<file path="src/core/ppm_map.svh">
`ifndef PPM_MAP_SVH
`define PPM_MAP_SVH
// register offsets
`define PPM_REG_INT 8'h00
`define PPM_REG_MASK 8'h01
`define PPM_REG_DISC_POWER_OVERLOAD_CUTOFF 8'h06
`define PPM_REG_CURRENT_LIMIT_START 8'h08
`define PPM_REG_POLICE 8'h10
`define PPM_REG_CTRL 8'h11
`define PPM_REG_STATUS 8'h12
// field positions
`define PPM_INT_START_BIT 6
`define PPM_INT_PI_BIT 5
`define PPM_INT_DISC_BIT 2
`define PPM_HI_FLAG_BIT 4
`define PPM_LO_FLAG_BIT 0
`define PPM_CTRL_ON_BIT 0
`define PPM_CTRL_OFF_BIT 1
`define PPM_CTRL_FULL_BIT 2
// reset values
`define PPM_MASK_RST 8'h00
`define PPM_FULL_RST 1'b1
// police power per class, 0.5 W per lsb
`define PPM_POL_C0 8'h1F
`define PPM_POL_C1 8'h08
`define PPM_POL_C2 8'h0E
`define PPM_POL_C3 8'h1F
`define PPM_POL_C4 8'h3C
// 0.5 W lsb over 0.25 mW product lsb, raised by 15 percent
`define PPM_POL_SCALE 12'h8FC
// limits: current lsb 1 mA, voltage lsb 0.25 V
`define PPM_INRUSH_MA 10'h1A9
`define PPM_FOLD_V 8'h78
`define PPM_CURRENT_LIMIT_LOW 10'h1C2
`define PPM_CURRENT_LIMIT_C4 10'h2BC
`define PPM_DRAIN_KNEE 8'h28
// timing
`define PPM_CLK_MHZ 100
`define PPM_T_INRUSH_US 60000
`define PPM_T_MPDO_US 300000
`define PPM_INRUSH_CYC (`PPM_T_INRUSH_US * `PPM_CLK_MHZ)
`define PPM_MPDO_CYC (`PPM_T_MPDO_US * `PPM_CLK_MHZ)
`define PPM_SEV_THR 12'h400
`define PPM_SEV_UP 12'h010
`define PPM_SEV_MAX 12'hFFF
`endif

</file>
<file path="src/core/ppm_pkg.sv">
package ppm_pkg;
  typedef enum logic [1:0] {
    PPM_OFF = 2'b00,
    PPM_INRUSH = 2'b01,
    PPM_PGOOD = 2'b10
  } ppm_state_t;
  typedef logic [2:0] ppm_class_t;
endpackage : ppm_pkg

</file>
<file path="src/core/ppm_pwr_if.sv">
`timescale 1ns/10ps
interface ppm_pwr_if;
  logic sample;
  logic [7:0] volt;
  logic [9:0] curr;
  logic [7:0] police;
  logic over;
  logic over_vld;
  modport core (output sample, output volt, output curr, output police,
                input over, input over_vld);
  modport calc (input sample, input volt, input curr, input police,
                output over, output over_vld);
endinterface : ppm_pwr_if

</file>
<file path="src/core/ppm_police.sv">
`timescale 1ns/10ps
`include "ppm_map.svh"
module ppm_police (
  input wire logic mclk_in,
  input wire logic rst_n_in,
  ppm_pwr_if.calc pwr
);
  logic [17:0] prod;
  logic [19:0] cut_lim;
  logic over_ff;
  logic vld_ff;

  assign prod = pwr.volt * pwr.curr;
  // police read live, so a host rewrite applies without a restart
  assign cut_lim = pwr.police * `PPM_POL_SCALE;

  always_ff @(posedge mclk_in) begin
    if (!rst_n_in) begin
      over_ff <= 1'b0;
      vld_ff <= 1'b0;
    end else begin
      vld_ff <= pwr.sample;
      if (pwr.sample) begin
        over_ff <= {2'h0, prod} > cut_lim;
      end
    end
  end

  assign pwr.over = over_ff;
  assign pwr.over_vld = vld_ff;
endmodule : ppm_police

</file>
<file path="src/core/ppm_top.sv">
// Summary of operation
// - switching the port on starts a fixed inrush window.
// - inrush applies 425 mA limit with 30 V foldback.
// - still limited at inrush end: port off, inrush fault event raised.
// - not limited at inrush end: enter power good, begin monitoring.
// - power good watches disconnect, current limit and overload cutoff together.
// - missing load signature for dropout time powers off, sets disconnect flag.
// - current limit template chosen by granted class, highest at low drain.
// - overcurrent lasting the limit time is a fault that removes power.
// - severity counter plus one per overcurrent sample, minus one sixteenth otherwise.
// - current above twice the limit turns the switch off at once.
// - current limit faults appear in the combined overcurrent and inrush register.
// - cutoff threshold is police power plus 15 percent.
// - in power good, power above cutoff disconnects and raises overload event.
// - default police power 4, 7, 15.5 or 30 W by class.
// - classes 0 to 3 keep below 1.05, remove above 1.25 of police.
// - class 4 keeps below 1.10, removes above 1.20 of police.
// - class done without a police write in the same cycle derives granted class, loads its police power.
// - host may rewrite police in power good; applied without restart.
// - overload cutoff faults reported beside disconnect in the combined disconnect and overload register.
// - event flags are clear-on-read, held until read.
// - event groups map to summary bits; masked ones drive active-low interrupt.
`timescale 1ns/10ps
`include "ppm_map.svh"
module ppm_top import ppm_pkg::*; #(
  parameter logic [31:0] INRUSH_CYC = `PPM_INRUSH_CYC,
  parameter logic [31:0] MPDO_CYC = `PPM_MPDO_CYC
) (
  input wire logic mclk_in,
  input wire logic rst_n_in,
  input wire logic [7:0] reg_addr_in,
  input wire logic [7:0] reg_wdata_in,
  input wire logic reg_wr_in,
  input wire logic reg_rd_in,
  output logic [7:0] reg_rdata_out,
  input wire logic cls_done_in,
  input wire logic [2:0] asked_class_in,
  input wire logic sample_in,
  input wire logic [7:0] port_volt_in,
  input wire logic [9:0] port_curr_in,
  input wire logic [7:0] drain_voltage_sense_in,
  input wire logic mps_ok_in,
  output logic fet_on_out,
  output logic inrush_foldback_out,
  output logic [7:0] fold_volt_out,
  output logic [9:0] current_limit_out,
  output logic [2:0] granted_class_out,
  output logic irq_out_n,
  output logic irq_oe_out
);

  ////////////////////////////////////////////////////////////////////////////
  function automatic logic hit(input logic [7:0] addr, input logic [7:0] off);
    hit = (addr == off);
  endfunction : hit

  // limit highest at low drain, halved past the knee
  function automatic logic [9:0] current_limit_for(input ppm_class_t cls,
                                          input logic [7:0] drain);
    logic [9:0] base;
    base = (cls == 3'h4) ? `PPM_CURRENT_LIMIT_C4 : `PPM_CURRENT_LIMIT_LOW;
    if (drain > `PPM_DRAIN_KNEE) begin
      current_limit_for = {1'b0, base[9:1]};
    end else begin
      current_limit_for = base;
    end
  endfunction : current_limit_for

  function automatic logic [7:0] police_for(input ppm_class_t cls);
    case (cls)
      3'h1: police_for = `PPM_POL_C1;
      3'h2: police_for = `PPM_POL_C2;
      3'h3: police_for = `PPM_POL_C3;
      3'h4: police_for = `PPM_POL_C4;
      default: police_for = `PPM_POL_C0;
    endcase
  endfunction : police_for

  ////////////////////////////////////////////////////////////////////////////
  ppm_state_t state_ff;
  ppm_state_t nxt_state;
  logic [31:0] tmr_ff;
  logic [31:0] mpdo_ff;
  logic limited_ff;
  logic [11:0] sev_ff;
  logic [7:0] police_ff;
  logic [7:0] mask_ff;
  logic full_ff;
  ppm_class_t granted_ff;
  logic start_flag_ff;
  logic current_limit_flag_ff;
  logic gone_flag_ff;
  logic power_overload_cutoff_flag_ff;
  logic [2:0] mps_sync_ff;
  logic mps_lvl_ff;
  logic [7:0] rdata_ff;
  logic irq_ff;
  logic [9:0] lim_ff;
  logic fold_ff;
  logic fet_ff;
  logic [7:0] fvolt_ff;
  logic wr_on;
  logic wr_off;
  logic rd_fault;
  logic rd_disc;
  logic [9:0] act_lim;
  logic inrush_done;
  logic start_ev;
  logic short_ev;
  logic current_limit_ev;
  logic power_overload_cutoff_ev;
  logic gone_ev;
  logic oc_sample;
  logic [7:0] summary;

  ppm_pwr_if pwr ();

  ppm_police u_police (
    .mclk_in(mclk_in),
    .rst_n_in(rst_n_in),
    .pwr(pwr)
  );

  assign pwr.sample = sample_in & (state_ff == PPM_PGOOD);
  assign pwr.volt = port_volt_in;
  assign pwr.curr = port_curr_in;
  assign pwr.police = police_ff;

  ////////////////////////////////////////////////////////////////////////////
  // load signature comparator is asynchronous to the clock
  always_ff @(posedge mclk_in) begin
    if (!rst_n_in) begin
      mps_sync_ff <= 3'h0;
      mps_lvl_ff <= 1'b1;
    end else begin
      mps_sync_ff <= {mps_sync_ff[1:0], mps_ok_in};
      if (mps_sync_ff[1] == mps_sync_ff[2]) begin
        mps_lvl_ff <= mps_sync_ff[2];
      end
    end
  end

  ////////////////////////////////////////////////////////////////////////////
  assign wr_on = reg_wr_in & hit(reg_addr_in, `PPM_REG_CTRL)
                 & reg_wdata_in[`PPM_CTRL_ON_BIT];
  assign wr_off = reg_wr_in & hit(reg_addr_in, `PPM_REG_CTRL)
                  & reg_wdata_in[`PPM_CTRL_OFF_BIT];
  assign rd_fault = reg_rd_in & hit(reg_addr_in, `PPM_REG_CURRENT_LIMIT_START);
  assign rd_disc = reg_rd_in & hit(reg_addr_in, `PPM_REG_DISC_POWER_OVERLOAD_CUTOFF);

  assign act_lim = (state_ff == PPM_INRUSH) ? `PPM_INRUSH_MA
                   : current_limit_for(granted_ff, drain_voltage_sense_in);
  assign inrush_done = (state_ff == PPM_INRUSH) && (tmr_ff == INRUSH_CYC - 32'h1);
  assign start_ev = inrush_done && limited_ff;
  assign short_ev = (state_ff != PPM_OFF) && sample_in
                    && ({1'b0, port_curr_in} > {act_lim, 1'b0});
  assign oc_sample = port_curr_in > act_lim;
  assign current_limit_ev = (state_ff == PPM_PGOOD) && (sev_ff >= `PPM_SEV_THR);
  assign power_overload_cutoff_ev = (state_ff == PPM_PGOOD) && pwr.over_vld && pwr.over;
  assign gone_ev = (state_ff == PPM_PGOOD) && !mps_lvl_ff
                   && (mpdo_ff == MPDO_CYC - 32'h1);

  always_comb begin
    nxt_state = state_ff;
    case (state_ff)
      PPM_OFF: begin
        if (wr_on && !wr_off) begin
          nxt_state = PPM_INRUSH;
        end
      end
      PPM_INRUSH: begin
        if (wr_off || short_ev || start_ev) begin
          nxt_state = PPM_OFF;
        end else if (inrush_done) begin
          nxt_state = PPM_PGOOD;
        end
      end
      PPM_PGOOD: begin
        // all three monitors run side by side
        if (wr_off || short_ev || current_limit_ev || power_overload_cutoff_ev || gone_ev) begin
          nxt_state = PPM_OFF;
        end
      end
      default: nxt_state = PPM_OFF;
    endcase
  end

  always_ff @(posedge mclk_in) begin
    if (!rst_n_in) begin
      state_ff <= PPM_OFF;
    end else begin
      state_ff <= nxt_state;
    end
  end

  ////////////////////////////////////////////////////////////////////////////
  always_ff @(posedge mclk_in) begin
    if (!rst_n_in) begin
      tmr_ff <= 32'h0;
      limited_ff <= 1'b0;
    end else if (state_ff != PPM_INRUSH) begin
      tmr_ff <= 32'h0;
      limited_ff <= 1'b0;
    end else begin
      tmr_ff <= tmr_ff + 32'h1;
      if (sample_in) begin
        limited_ff <= port_curr_in >= `PPM_INRUSH_MA;
      end
    end
  end

  always_ff @(posedge mclk_in) begin
    if (!rst_n_in) begin
      mpdo_ff <= 32'h0;
    end else if ((state_ff != PPM_PGOOD) || mps_lvl_ff) begin
      mpdo_ff <= 32'h0;
    end else if (mpdo_ff != MPDO_CYC - 32'h1) begin
      mpdo_ff <= mpdo_ff + 32'h1;
    end
  end

  // severity kept in sixteenths so the slow decay stays exact
  always_ff @(posedge mclk_in) begin
    if (!rst_n_in) begin
      sev_ff <= 12'h0;
    end else if (state_ff != PPM_PGOOD) begin
      sev_ff <= 12'h0;
    end else if (sample_in) begin
      if (oc_sample) begin
        if (sev_ff > `PPM_SEV_MAX - `PPM_SEV_UP) begin
          sev_ff <= `PPM_SEV_MAX;
        end else begin
          sev_ff <= sev_ff + `PPM_SEV_UP;
        end
      end else if (sev_ff != 12'h0) begin
        sev_ff <= sev_ff - 12'h1;
      end
    end
  end

  ////////////////////////////////////////////////////////////////////////////
  always_ff @(posedge mclk_in) begin
    if (!rst_n_in) begin
      granted_ff <= 3'h0;
      police_ff <= `PPM_POL_C0;
    end else if (reg_wr_in && hit(reg_addr_in, `PPM_REG_POLICE)) begin
      police_ff <= reg_wdata_in;
    end else if (cls_done_in) begin
      // demotion only ever goes from class 4 down to class 3
      if (asked_class_in == 3'h4 && !full_ff) begin
        granted_ff <= 3'h3;
        police_ff <= police_for(3'h3);
      end else begin
        granted_ff <= asked_class_in;
        police_ff <= police_for(asked_class_in);
      end
    end
  end

  always_ff @(posedge mclk_in) begin
    if (!rst_n_in) begin
      mask_ff <= `PPM_MASK_RST;
      full_ff <= `PPM_FULL_RST;
    end else if (reg_wr_in) begin
      if (hit(reg_addr_in, `PPM_REG_MASK)) begin
        mask_ff <= reg_wdata_in;
      end
      if (hit(reg_addr_in, `PPM_REG_CTRL)) begin
        full_ff <= reg_wdata_in[`PPM_CTRL_FULL_BIT];
      end
    end
  end

  ////////////////////////////////////////////////////////////////////////////
  // a new event in the read cycle survives the clear
  always_ff @(posedge mclk_in) begin
    if (!rst_n_in) begin
      start_flag_ff <= 1'b0;
      current_limit_flag_ff <= 1'b0;
      gone_flag_ff <= 1'b0;
      power_overload_cutoff_flag_ff <= 1'b0;
    end else begin
      start_flag_ff <= (start_flag_ff & ~rd_fault) | start_ev;
      current_limit_flag_ff <= (current_limit_flag_ff & ~rd_fault) | current_limit_ev | short_ev;
      gone_flag_ff <= (gone_flag_ff & ~rd_disc) | gone_ev;
      power_overload_cutoff_flag_ff <= (power_overload_cutoff_flag_ff & ~rd_disc) | power_overload_cutoff_ev;
    end
  end

  always_comb begin
    summary = 8'h00;
    summary[`PPM_INT_START_BIT] = start_flag_ff;
    summary[`PPM_INT_PI_BIT] = current_limit_flag_ff;
    summary[`PPM_INT_DISC_BIT] = gone_flag_ff | power_overload_cutoff_flag_ff;
  end

  always_ff @(posedge mclk_in) begin
    if (!rst_n_in) begin
      irq_ff <= 1'b0;
    end else begin
      irq_ff <= |(summary & mask_ff);
    end
  end

  always_ff @(posedge mclk_in) begin
    if (!rst_n_in) begin
      rdata_ff <= 8'h00;
    end else if (reg_rd_in) begin
      rdata_ff <= 8'h00;
      if (hit(reg_addr_in, `PPM_REG_INT)) begin
        rdata_ff <= summary;
      end else if (hit(reg_addr_in, `PPM_REG_MASK)) begin
        rdata_ff <= mask_ff;
      end else if (rd_disc) begin
        rdata_ff[`PPM_HI_FLAG_BIT] <= gone_flag_ff;
        rdata_ff[`PPM_LO_FLAG_BIT] <= power_overload_cutoff_flag_ff;
      end else if (rd_fault) begin
        rdata_ff[`PPM_HI_FLAG_BIT] <= current_limit_flag_ff;
        rdata_ff[`PPM_LO_FLAG_BIT] <= start_flag_ff;
      end else if (hit(reg_addr_in, `PPM_REG_POLICE)) begin
        rdata_ff <= police_ff;
      end else if (hit(reg_addr_in, `PPM_REG_CTRL)) begin
        rdata_ff[`PPM_CTRL_FULL_BIT] <= full_ff;
      end else if (hit(reg_addr_in, `PPM_REG_STATUS)) begin
        rdata_ff <= {2'h0, nxt_state != PPM_OFF, granted_ff, state_ff};
      end
    end else begin
      rdata_ff <= 8'h00;
    end
  end

  ////////////////////////////////////////////////////////////////////////////
  always_ff @(posedge mclk_in) begin
    if (!rst_n_in) begin
      fold_ff <= 1'b0;
      fet_ff <= 1'b0;
      fvolt_ff <= 8'h00;
      lim_ff <= 10'h0;
    end else begin
      // taken from next state so pins come off flops with no extra lag
      fet_ff <= nxt_state != PPM_OFF;
      fvolt_ff <= (nxt_state == PPM_INRUSH) ? `PPM_FOLD_V : 8'h00;
      fold_ff <= nxt_state == PPM_INRUSH;
      if (nxt_state == PPM_INRUSH) begin
        lim_ff <= `PPM_INRUSH_MA;
      end else begin
        lim_ff <= current_limit_for(granted_ff, drain_voltage_sense_in);
      end
    end
  end

  assign fet_on_out = fet_ff;
  assign inrush_foldback_out = fold_ff;
  assign fold_volt_out = fvolt_ff;
  assign current_limit_out = lim_ff;
  assign granted_class_out = granted_ff;
  assign irq_out_n = 1'b0;
  assign irq_oe_out = irq_ff;
  assign reg_rdata_out = rdata_ff;
endmodule : ppm_top

</file>
<file path="config.mk">
export PLATFORM = sky130hd
export DESIGN_NAME = ppm_top
export DESIGN_NICKNAME = d
export VERILOG_FILES = /design/src/core/ppm_pkg.sv /design/src/core/ppm_pwr_if.sv /design/src/core/ppm_police.sv /design/src/core/ppm_top.sv
export VERILOG_INCLUDE_DIRS = /design/src /design/src/core
export SDC_FILE = /design/constraint.sdc
export NUM_CORES = 1
export LEC_CHECK = 0
export BUFFER_PORTS_ARGS = -buffer_cell sky130_fd_sc_hd__buf_4
export CORE_MARGIN = 5
export CORE_UTILIZATION = 65
export DETAILED_ROUTE_END_ITERATION = 6
export GPL_ROUTABILITY_DRIVEN = 0
export PLACE_DENSITY = 0.85
export SLEW_MARGIN = 20
export SYNTH_ARGS = -nofsm -noshare
export SYNTH_HDL_FRONTEND = slang
export SYNTH_SLANG_ARGS = --single-unit
</file>
<file path="constraint.sdc">
create_clock -name mclk_in -period 11.62 [get_ports mclk_in]
set_clock_uncertainty 0.05 [all_clocks]
set_input_delay 1.162 -clock mclk_in [delete_from_list [all_inputs] [get_ports mclk_in]]
set_output_delay 1.162 -clock mclk_in [all_outputs]
set_load 0.1 [all_outputs]
</file>
==> Word level (Yosys, flattened, before mapping) <==
Index checks and enable logic that the tools add are counted.
Widths: inputs -> output; s select.
{ "totals": {"register_bits": 138, "in_bits": 52} }
{ "classes": {"n_addsub": 4, "n_mul": 2, "magnitude_cmp": 7, "n_eq_ne": 19, "muxes": 33, "n_bitwise": 22, "n_reduce_logical": 39} }
{ "ops": {"columns": ["op", "n"], "rows": [
  ["$add 32x1->32 const B", 2],
  ["$mux 12", 3],
  ["$eq 32x23->1 const B", 1],
  ["$eq 32x25->1 const B", 1],
  ["$mux 8", 4],
  ["$ne 32x25->1 const B", 1],
  ["$mux 10", 3],
  ["$eq 8x5->1 const B", 3],
  ["$gt 18x20->1", 1],
  ["$mul 8x10->18", 1],
  ["$mul 8x10->18 const B", 1],
  ["$mux 3", 6],
  ["$pmux 6 s3", 1],
  ["$mux 7", 2],
  ["$add 12x5->12 const B", 1],
  ["$ge 12x11->1 const B", 1],
  ["$gt 12x12->1 const B", 1],
  ["$logic_and 1x1->1", 12],
  ["$mux 6", 2],
  ["$reduce_bool 12->1", 1],
  ["$sub 12x1->12 const B", 1],
  ["$gt 10x11->1", 1],
  ["$and 1x1->1", 10],
  ["$ge 10x9->1 const B", 1],
  ["other kinds (29)", 65]
]} }

==> Depth between registers and ports, before layout <==
Gate-level depths: netlist of run 1.
{ "logic_depth": {"ltp_word": 20, "depth_mapped": 26, "depth_no_buf": 25} }

==> Modules after synthesis <==
A second synthesis of run 1 with hierarchy kept.
{ "hier_totals": {"cells_unflattened": 1322, "area_unflattened_um2": 11178.2} }
{ "modules_own_cells": {"columns": ["module", "n_inst", "cells_per_inst", "area_per_inst_um2", "seq_area_each_um2"], "rows": [
  ["ppm_top", 1, 801, 6670.1, 2542.4],
  ["ppm_police", 1, 521, 4508.1, 40.0]
]} }

==> Worst setup path before layout of run 1 <==
OpenSTA, ideal clock, no wires.
{ "synth_path": {"path_kind": "input -> register", "start": "input port port_volt_in[7]", "end": "register u_police.over_ff (netlist: u_police.pwr.over)", "setup_ns": 0.123, "arrival_time_ns": 6.345, "setup_slack_ns": 5.103, "path_stages": 24, "n_path_buf": 1, "cell_sequence": "clkbuf_1 > and2_1 > fa_1 > inv_1 > fa_1 > inv_1 > fa_1 > inv_1 > fa_1 > inv_1 > ha_1 > o41ai_1 > o21ai_0 > or4_1 > nand2_1 > xnor2_1 > ha_1 > a211o_1 > a21oi_1 > o21ai_0 > nor3_1 > o21ai_0 > o21ai_0 > o21ai_0"} }
{ "synth_between": {"elab_chain_cells": 2} }
{ "synth_lines": {"columns": ["element", "line", "source"], "rows": [
  ["from (decl)", "ppm_top.sv:39", "input wire logic [7:0] port_volt_in,"],
  ["$mul 8x10->18", "ppm_police.sv:13", "assign prod = pwr.volt * pwr.curr;"],
  ["$gt 18x20->1", "ppm_police.sv:24", "over_ff <= {2'h0, prod} > cut_lim;"],
  ["to (signal assigned)", "ppm_police.sv:24", null],
  ["to (decl)", "ppm_police.sv:10", "logic over_ff;"]
]} }
Every way passes these cells.
A chain may end at the register's enable or synchronous reset.

==> Final worst setup path of run 1 <==
Ends and elaborated chain as after synthesis.

==> results of run 1 <==
==> synthesized netlist by cell type, drive strengths merged (17+ instances only) <==
library cell,number
nor2,142
inv,130
dfxtp,129
ha,124
nand2,113
fa,68
a21oi,60
and2,58
nand3,58
xor2,44
o21ai,43
clkbuf,38
xnor2,34
nand4,30
nor3,23
and3,22
buf,17
==> cell usage in the layout (no fill, tap or decap), types with 14 or more instances in the layout <==
master / count
nand4_1: 30
a21oi_1: 60
xnor2_1: 34
and3_1: 22
a211oi_1: 14
buf_4: 80
nand2_1: 113
and2_1: 58
clkbuf_16: 17
nor3_1: 22
dfxtp_1: 129
o21ai_0: 42
nand3_1: 58
ha_1: 124
nor2_1: 142
xor2_1: 44
inv_1: 130
fa_1: 68
==> worst max-delay path, delay by kind of cell <==
| kind | cells | cell delay (ns) |
|---|---|---|
| simple gates | 4 | 0.90 |
| fa+ha+maj | 6 | 2.73 |
| xor+xnor | 1 | 0.07 |
| buf+inv | 5 | 0.38 |
| compound gates | 8 | 1.49 |
==> through the flow <==
stage,setup WS (ns),cell area [um2]
final,5.15,12100
after global routing,4.76,12100
after CTS,5.15,12100
after detailed placement,4.74,11500
after global placement,4.82,11500
after floorplan,5.10,10900
==> power by group <==
| group | internal (uW) | total, uW | switching [uW] |
|---|---|---|---|
| combinational | 346 | 819 | 474 |
| clock | 283 | 512 | 229 |
| sequential | 446 | 451 | 4.65 |
==> sequential cells by signal (all words and copies together), names as in the netlist, 2 cells and up <==
register / cells
mpdo_ff: 32
tmr_ff: 32
sev_ff: 12
current_limit_out: 9
mask_ff: 8
police_ff: 8
reg_rdata_out: 8
granted_class_out: 3
mps_sync_ff: 3
state_ff: 2
==> final cells by class <==
cell class                      count  area, um2
Sequential cell                   129       2580
Clock buffer                       17        425
Multi-Input combinational cell    999       7570
Timing Repair Buffer               81        616
Tap cell                          220        275
Fill cell                        1206       4430
Inverter                          131        492
Clock inverter                     15        138
==> routing by layer <==
metal  track usage  wire [um]  share of wire  vias to the layer above
met1         0.361      11400           0.44                     4526
li1              -          -              -                     4563
met3        0.0532       1850          0.071                       48
met4        0.0922        569          0.022                        0
met2         0.441      12200           0.47                      373
met5             0          0              0                        -
==> cell families after synthesis <==
family,after synthesis,synth area share
AND/OR/NAND/NOR,517,0.238
XOR/XNOR,78,0.0628
AO/OA/AOI/OAI,201,0.119
multiplexers,6,0.00552
flip-flops,129,0.237
other,1,0.000344
adder cells (fa/ha/maj),192,0.268
buffers and inverters,186,0.0693
==> worst max-delay path by stage <==
| stage | from | endpoint | slack [ns] | cells past startpoint |
|---|---|---|---|---|
| after floorplan | port_volt_in[7] | u_police.pwr.over | 5.10 | 24 |
| after CTS | port_curr_in[1] | u_police.pwr.over | 5.15 | 24 |
| after detailed placement | port_curr_in[1] | u_police.pwr.over | 4.74 | 24 |
| final | port_volt_in[7] | u_police.pwr.over | 5.15 | 24 |
| after global routing | port_curr_in[1] | u_police.pwr.over | 4.76 | 24 |
| after global placement | port_volt_in[7] | u_police.pwr.over | 4.82 | 24 |
==> impl_metrics.py, run 1 <==
metrics = {
    "outcome": {
        "status": "complete, no violations",
    },
    "critical_path": {
        "start_kind": "input port",
        "criticalPathCategory": "in2reg",
        "crit_required_ns": 11.88,
        "critPathSlowestCell": "fa_1",
        "r2r.worst_path.cells": 22,
        "critPathCaptureType": "register",
        "r2r-end": "u_police.pwr.over",
        "cpMostUsedCell": "o21ai_0",
        "critPathArrivalTime_ns": 6.73,
        "reg2reg_from": "police_ff[5]",
        "critical_path.cell_chain": "buf_4 -> and2_1 -> fa_1 -> inv_1 -> fa_1 -> inv_1 -> fa_1 -> inv_1 -> fa_1 -> inv_1 -> ha_1 -> o41ai_1 -> o21ai_0 -> or4_1 -> nand2_1 -> xnor2_1 -> ha_1 -> a211o_1 -> a21oi_1 -> o21ai_0 -> nor3_1 -> o21ai_0 -> o21ai_0 -> o21ai_0",
        "slowest_delay_ns": 0.54,
        "reg2reg_setup_slack_ns": 5.94,
        "cp_max_fo": 10,
    },
    "synthesis": {
        "yosys.area.top_type_share": 0.237,
        "syn_area_um2": 10900,
        "yosys_most_used_dff": "dfxtp_1",
        "ys_warn_count": 0,
        "yosys-top-cells-area": "dfxtp_1, ha_1, fa_1",
        "yosysSeqAreaShare": 0.237,
        "synth_top_cell_by_area": "dfxtp_1",
        "async_flop_share": 0,
        "synth_cell_types": 71,
        "ys_seq_elements": 129,
        "syn_avg_cell_area_um2": 8.31,
        "synthCells": 1310,
        "synth_edf_count": 0,
    },
    "clocking": {
        "clk_pin_slew_ns": 0.06,
        "cts_tree": "built",
        "root_buffer": "clkbuf_16",
        "cts_max_path_buffers": 2,
        "cts_post_setup_buffers_inserted": 0,
        "ctsHoldBuffers": 0,
        "cts_resized": 0,
        "clk_latency_ns": 0.43,
        "htree_levels": 4,
        "cts_buffers": 17,
        "clkSinkCount": 129,
    },
    "sta": {
        "tightest_slew_ns": 1.08,
        "fmax_mhz": 155,
        "whs_ns": 0.391,
        "slew_headroom": 0.278,
        "final_max_slew_viol_count": 0,
        "post-route-period-util": 0.556,
        "period_minus_slack_ns": 6.47,
        "setup_viol": 0,
        "rsz0062_at_grt": "no",
        "hold_viol_final": 0,
        "setup_tns_ns": 0,
    },
    "place": {
        "dp_cells": 1560,
        "hpwl_um": 19600,
        "io_buffers": 79,
    },
    "routing": {
        "via_per_inst": 5.97,
        "drtAntennaViolNets": 0,
        "drt_wl_total_um": 26000,
        "drt_pre_antenna_iters": 6,
        "num_vias": 9510,
        "wire_per_inst_um": 16.3,
        "drt_iter0_drc": 747,
        "drc": 0,
    },
    "final_layout": {
        "num_antenna_cells": 0,
        "fin_cells": 1592,
        "final_layout_size_suffix_gt1_frac": 0.0933,
        "fin_nets": 1603,
        "post-route-util": 0.732,
        "area_growth_pct": 11.1,
    },
    "power": {
        "ir_drop_v": 0.000135,
        "power.leakage_uw": 0.00528,
        "power.density_nw_per_um2": 147,
        "finalPower_uw": 1780,
    },
    "hold_path": {
        "hold_class": "reg2reg",
        "min-delay-start": "mps_sync_ff[0]",
        "hold_depth": 1,
        "holdPathEnd": "mps_sync_ff[1]",
    },
    "floorplan": {
        "ios": 85,
        "die_area_um2": 19400,
        "start_util": 0.659,
        "coreArea_um2": 16500,
        "num_rows": 47,
        "dieWidth_um": 139,
        "fp.dieH_um": 139,
    },
    "global_routing": {
        "grt_pass1_vias": 9415,
        "grt_max_degree": 33,
        "grt_first_pass_wirelength_um": 44200,
        "grt_antenna_before_repair": 0,
        "grt_use_total": 0.270,
        "gr-total-overflow": 0,
    },
    "flow_run": {
        "drv_cap": 0,
    },
}
Note: power is estimated with default switching activity, not from simulation.
==> run 2, diff against run 1 <==
--- a/config.mk
+++ b/config.mk
@@ -8,10 +8,10 @@
 export LEC_CHECK = 0
 export BUFFER_PORTS_ARGS = -buffer_cell sky130_fd_sc_hd__buf_4
 export CORE_MARGIN = 5
-export CORE_UTILIZATION = 65
+export CORE_UTILIZATION = 62
 export DETAILED_ROUTE_END_ITERATION = 6
 export GPL_ROUTABILITY_DRIVEN = 0
-export PLACE_DENSITY = 0.85
+export PLACE_DENSITY = 0.82
 export SLEW_MARGIN = 20
 export SYNTH_ARGS = -nofsm -noshare
 export SYNTH_HDL_FRONTEND = slang
==> constraint.sdc (replaced) <==
create_clock -name mclk_in -period 6.2 [get_ports mclk_in]
set_clock_uncertainty 0.05 [all_clocks]
set_input_delay 0.62 -clock mclk_in [delete_from_list [all_inputs] [get_ports mclk_in]]
set_output_delay 0.62 -clock mclk_in [all_outputs]
set_load 0.1 [all_outputs]
==> impl_metrics.py, run 2 (same netlist as run 1, synthesis figures left out) <==
metrics = {
    "final_layout": {
        "num_antenna_cells": 0,
        "fin_area_um2": 12300,
        "top_regs": "mpdo_ff (32), tmr_ff (32), sev_ff (12)",
        "final_layout_size_suffix_gt1_frac": 0.108,
        "area_growth_pct": 13.0,
        "n_fill_cell": 1327,
        "fin_nets": 1624,
        "final_cell_mix": "nor2_1, inv_1, dfxtp_1, ha_1, nand2_1",
        "post-route-util": 0.714,
        "final_common_cell": "nor2_1",
    },
    "floorplan": {
        "coreArea_um2": 17200,
        "fp.dieH_um": 143,
        "die_area_um2": 20300,
        "ios": 85,
        "start_util": 0.632,
        "dieWidth_um": 143,
        "num_rows": 48,
    },
    "global_routing": {
        "grt_max_degree": 34,
        "met3_usage": 0.0497,
        "top_usage_layer": "met2",
        "grt_antenna_before_repair": 0,
        "grt_pass1_vias": 9216,
        "grt_use_total": 0.262,
        "gr-total-overflow": 0,
        "use_met1": 0.361,
        "use_met2": 0.418,
        "grt_first_pass_wirelength_um": 44100,
    },
    "critical_path": {
        "cp_max_fo": 8,
        "critPathCaptureType": "register",
        "start_kind": "input port",
        "critPathArrivalTime_ns": 6.04,
        "r2r.worst_path.cells": 22,
        "criticalPathCategory": "in2reg",
        "crit_required_ns": 6.44,
        "reg2reg_setup_slack_ns": 0.43,
    },
    "power": {
        "ir_drop_v": 0.000220,
        "power.leakage_uw": 0.00541,
        "power.density_nw_per_um2": 281,
    },
    "routing": {
        "drt_pre_antenna_iters": 5,
        "via_per_inst": 5.84,
        "drtAntennaViolNets": 0,
        "drt_wl_total_um": 26100,
        "wire_per_inst_um": 16.1,
        "drc": 0,
        "drt_iter0_drc": 809,
        "num_vias": 9452,
    },
    "sta": {
        "hold_viol_final": 0,
        "rsz0062_at_grt": "no",
        "setup_viol": 0,
        "post-route-period-util": 0.935,
        "final_max_slew_viol_count": 0,
        "period_minus_slack_ns": 5.79,
        "slew_headroom": 0.340,
        "tightest_slew_ns": 0.983,
        "whs_ns": 0.386,
        "fmax_mhz": 173,
    },
    "hold_path": {
        "hold_depth": 2,
        "hold_class": "in2reg",
    },
    "clocking": {
        "clk_latency_ns": 0.42,
        "cts_buffers": 17,
        "clkSinkCount": 129,
        "cts_max_path_buffers": 2,
        "cts_tree": "built",
        "root_buffer": "clkbuf_16",
        "clk_pin_slew_ns": 0.06,
        "htree_levels": 4,
    },
    "outcome": {
        "status": "complete, no violations",
    },
    "place": {
        "hpwl_um": 19900,
        "placed_area_um2": 11700,
        "io_buffers": 79,
    },
    "flow_run": {
        "drv_cap": 0,
    },
}
[run 2: final cells by class]
type / count / area, um2 / area share
Multi-Input combinational cell: 999 / 7580 / 0.616
Sequential cell: 129 / 2580 / 0.210
Timing Repair Buffer: 102 / 766 / 0.0622
Inverter: 131 / 492 / 0.0400
Clock buffer: 18 / 439 / 0.0357
Tap cell: 225 / 282 / 0.0229
Clock inverter: 14 / 160 / 0.0130
[run 2: critical path, stage by stage]
cell,delay (ns)
buf_4,0.10
buf_4,0.14
nand2_1,0.08
fa_1,0.47
fa_1,0.58
fa_1,0.46
fa_1,0.55
inv_1,0.05
ha_1,0.34
o21ai_0,0.16
nor2_1,0.08
o41ai_2,0.27
o21ai_1,0.14
or4_1,0.43
nand2_1,0.12
xnor2_1,0.13
ha_1,0.26
a211o_1,0.26
a21oi_1,0.11
o21ai_0,0.13
nor3_1,0.20
o21ai_0,0.10
o21ai_0,0.15
o21ai_0,0.10
[run 2: final timing paths]
| kind | start | to |
|---|---|---|
| worst min register to register | mask_ff[4] | mask_ff[4] |
| worst max register to register | police_ff[6] | u_police.pwr.over |
| worst min-delay path | mps_ok_in | mps_sync_ff[0] |
| worst max-delay path | port_curr_in[1] | u_police.pwr.over |
[run 2: power by group]
part	internal (uW)	total, uW	switching [uW]
registers	836	845	8.70
logic	692	1590	902
clock network	584	1010	428
[run 2: per-layer routing]
metal | wire length (um) | up-vias
met5 | 0 | -
met4 | 598 | 0
met3 | 1820 | 52
met2 | 12000 | 339
met1 | 11600 | 4445
li1 | - | 4616
[run 2: through the flow]
step | instances | TNS (ns) | worst slack (ns) | total power [uW]
floorplan | 1314 | 0 | 0.225 | 2030
global placement | 1586 | 0 | 0.0461 | 2360
detailed placement | 1586 | -0.133 | -0.133 | 2420
CTS | 1618 | 0 | 0.267 | 3430
global route | 1618 | 0 | 0.0226 | 3710
finish | 1618 | 0 | 0.406 | 3450
[run 2: what timing repair did]
item | in CTS | in global routing
hold endpoints to repair | 0 | 0
buffers inserted | 0 | 0
resized for setup | 0 | 2
setup endpoints to repair | 0 | 1
hold buffers | 0 | 0
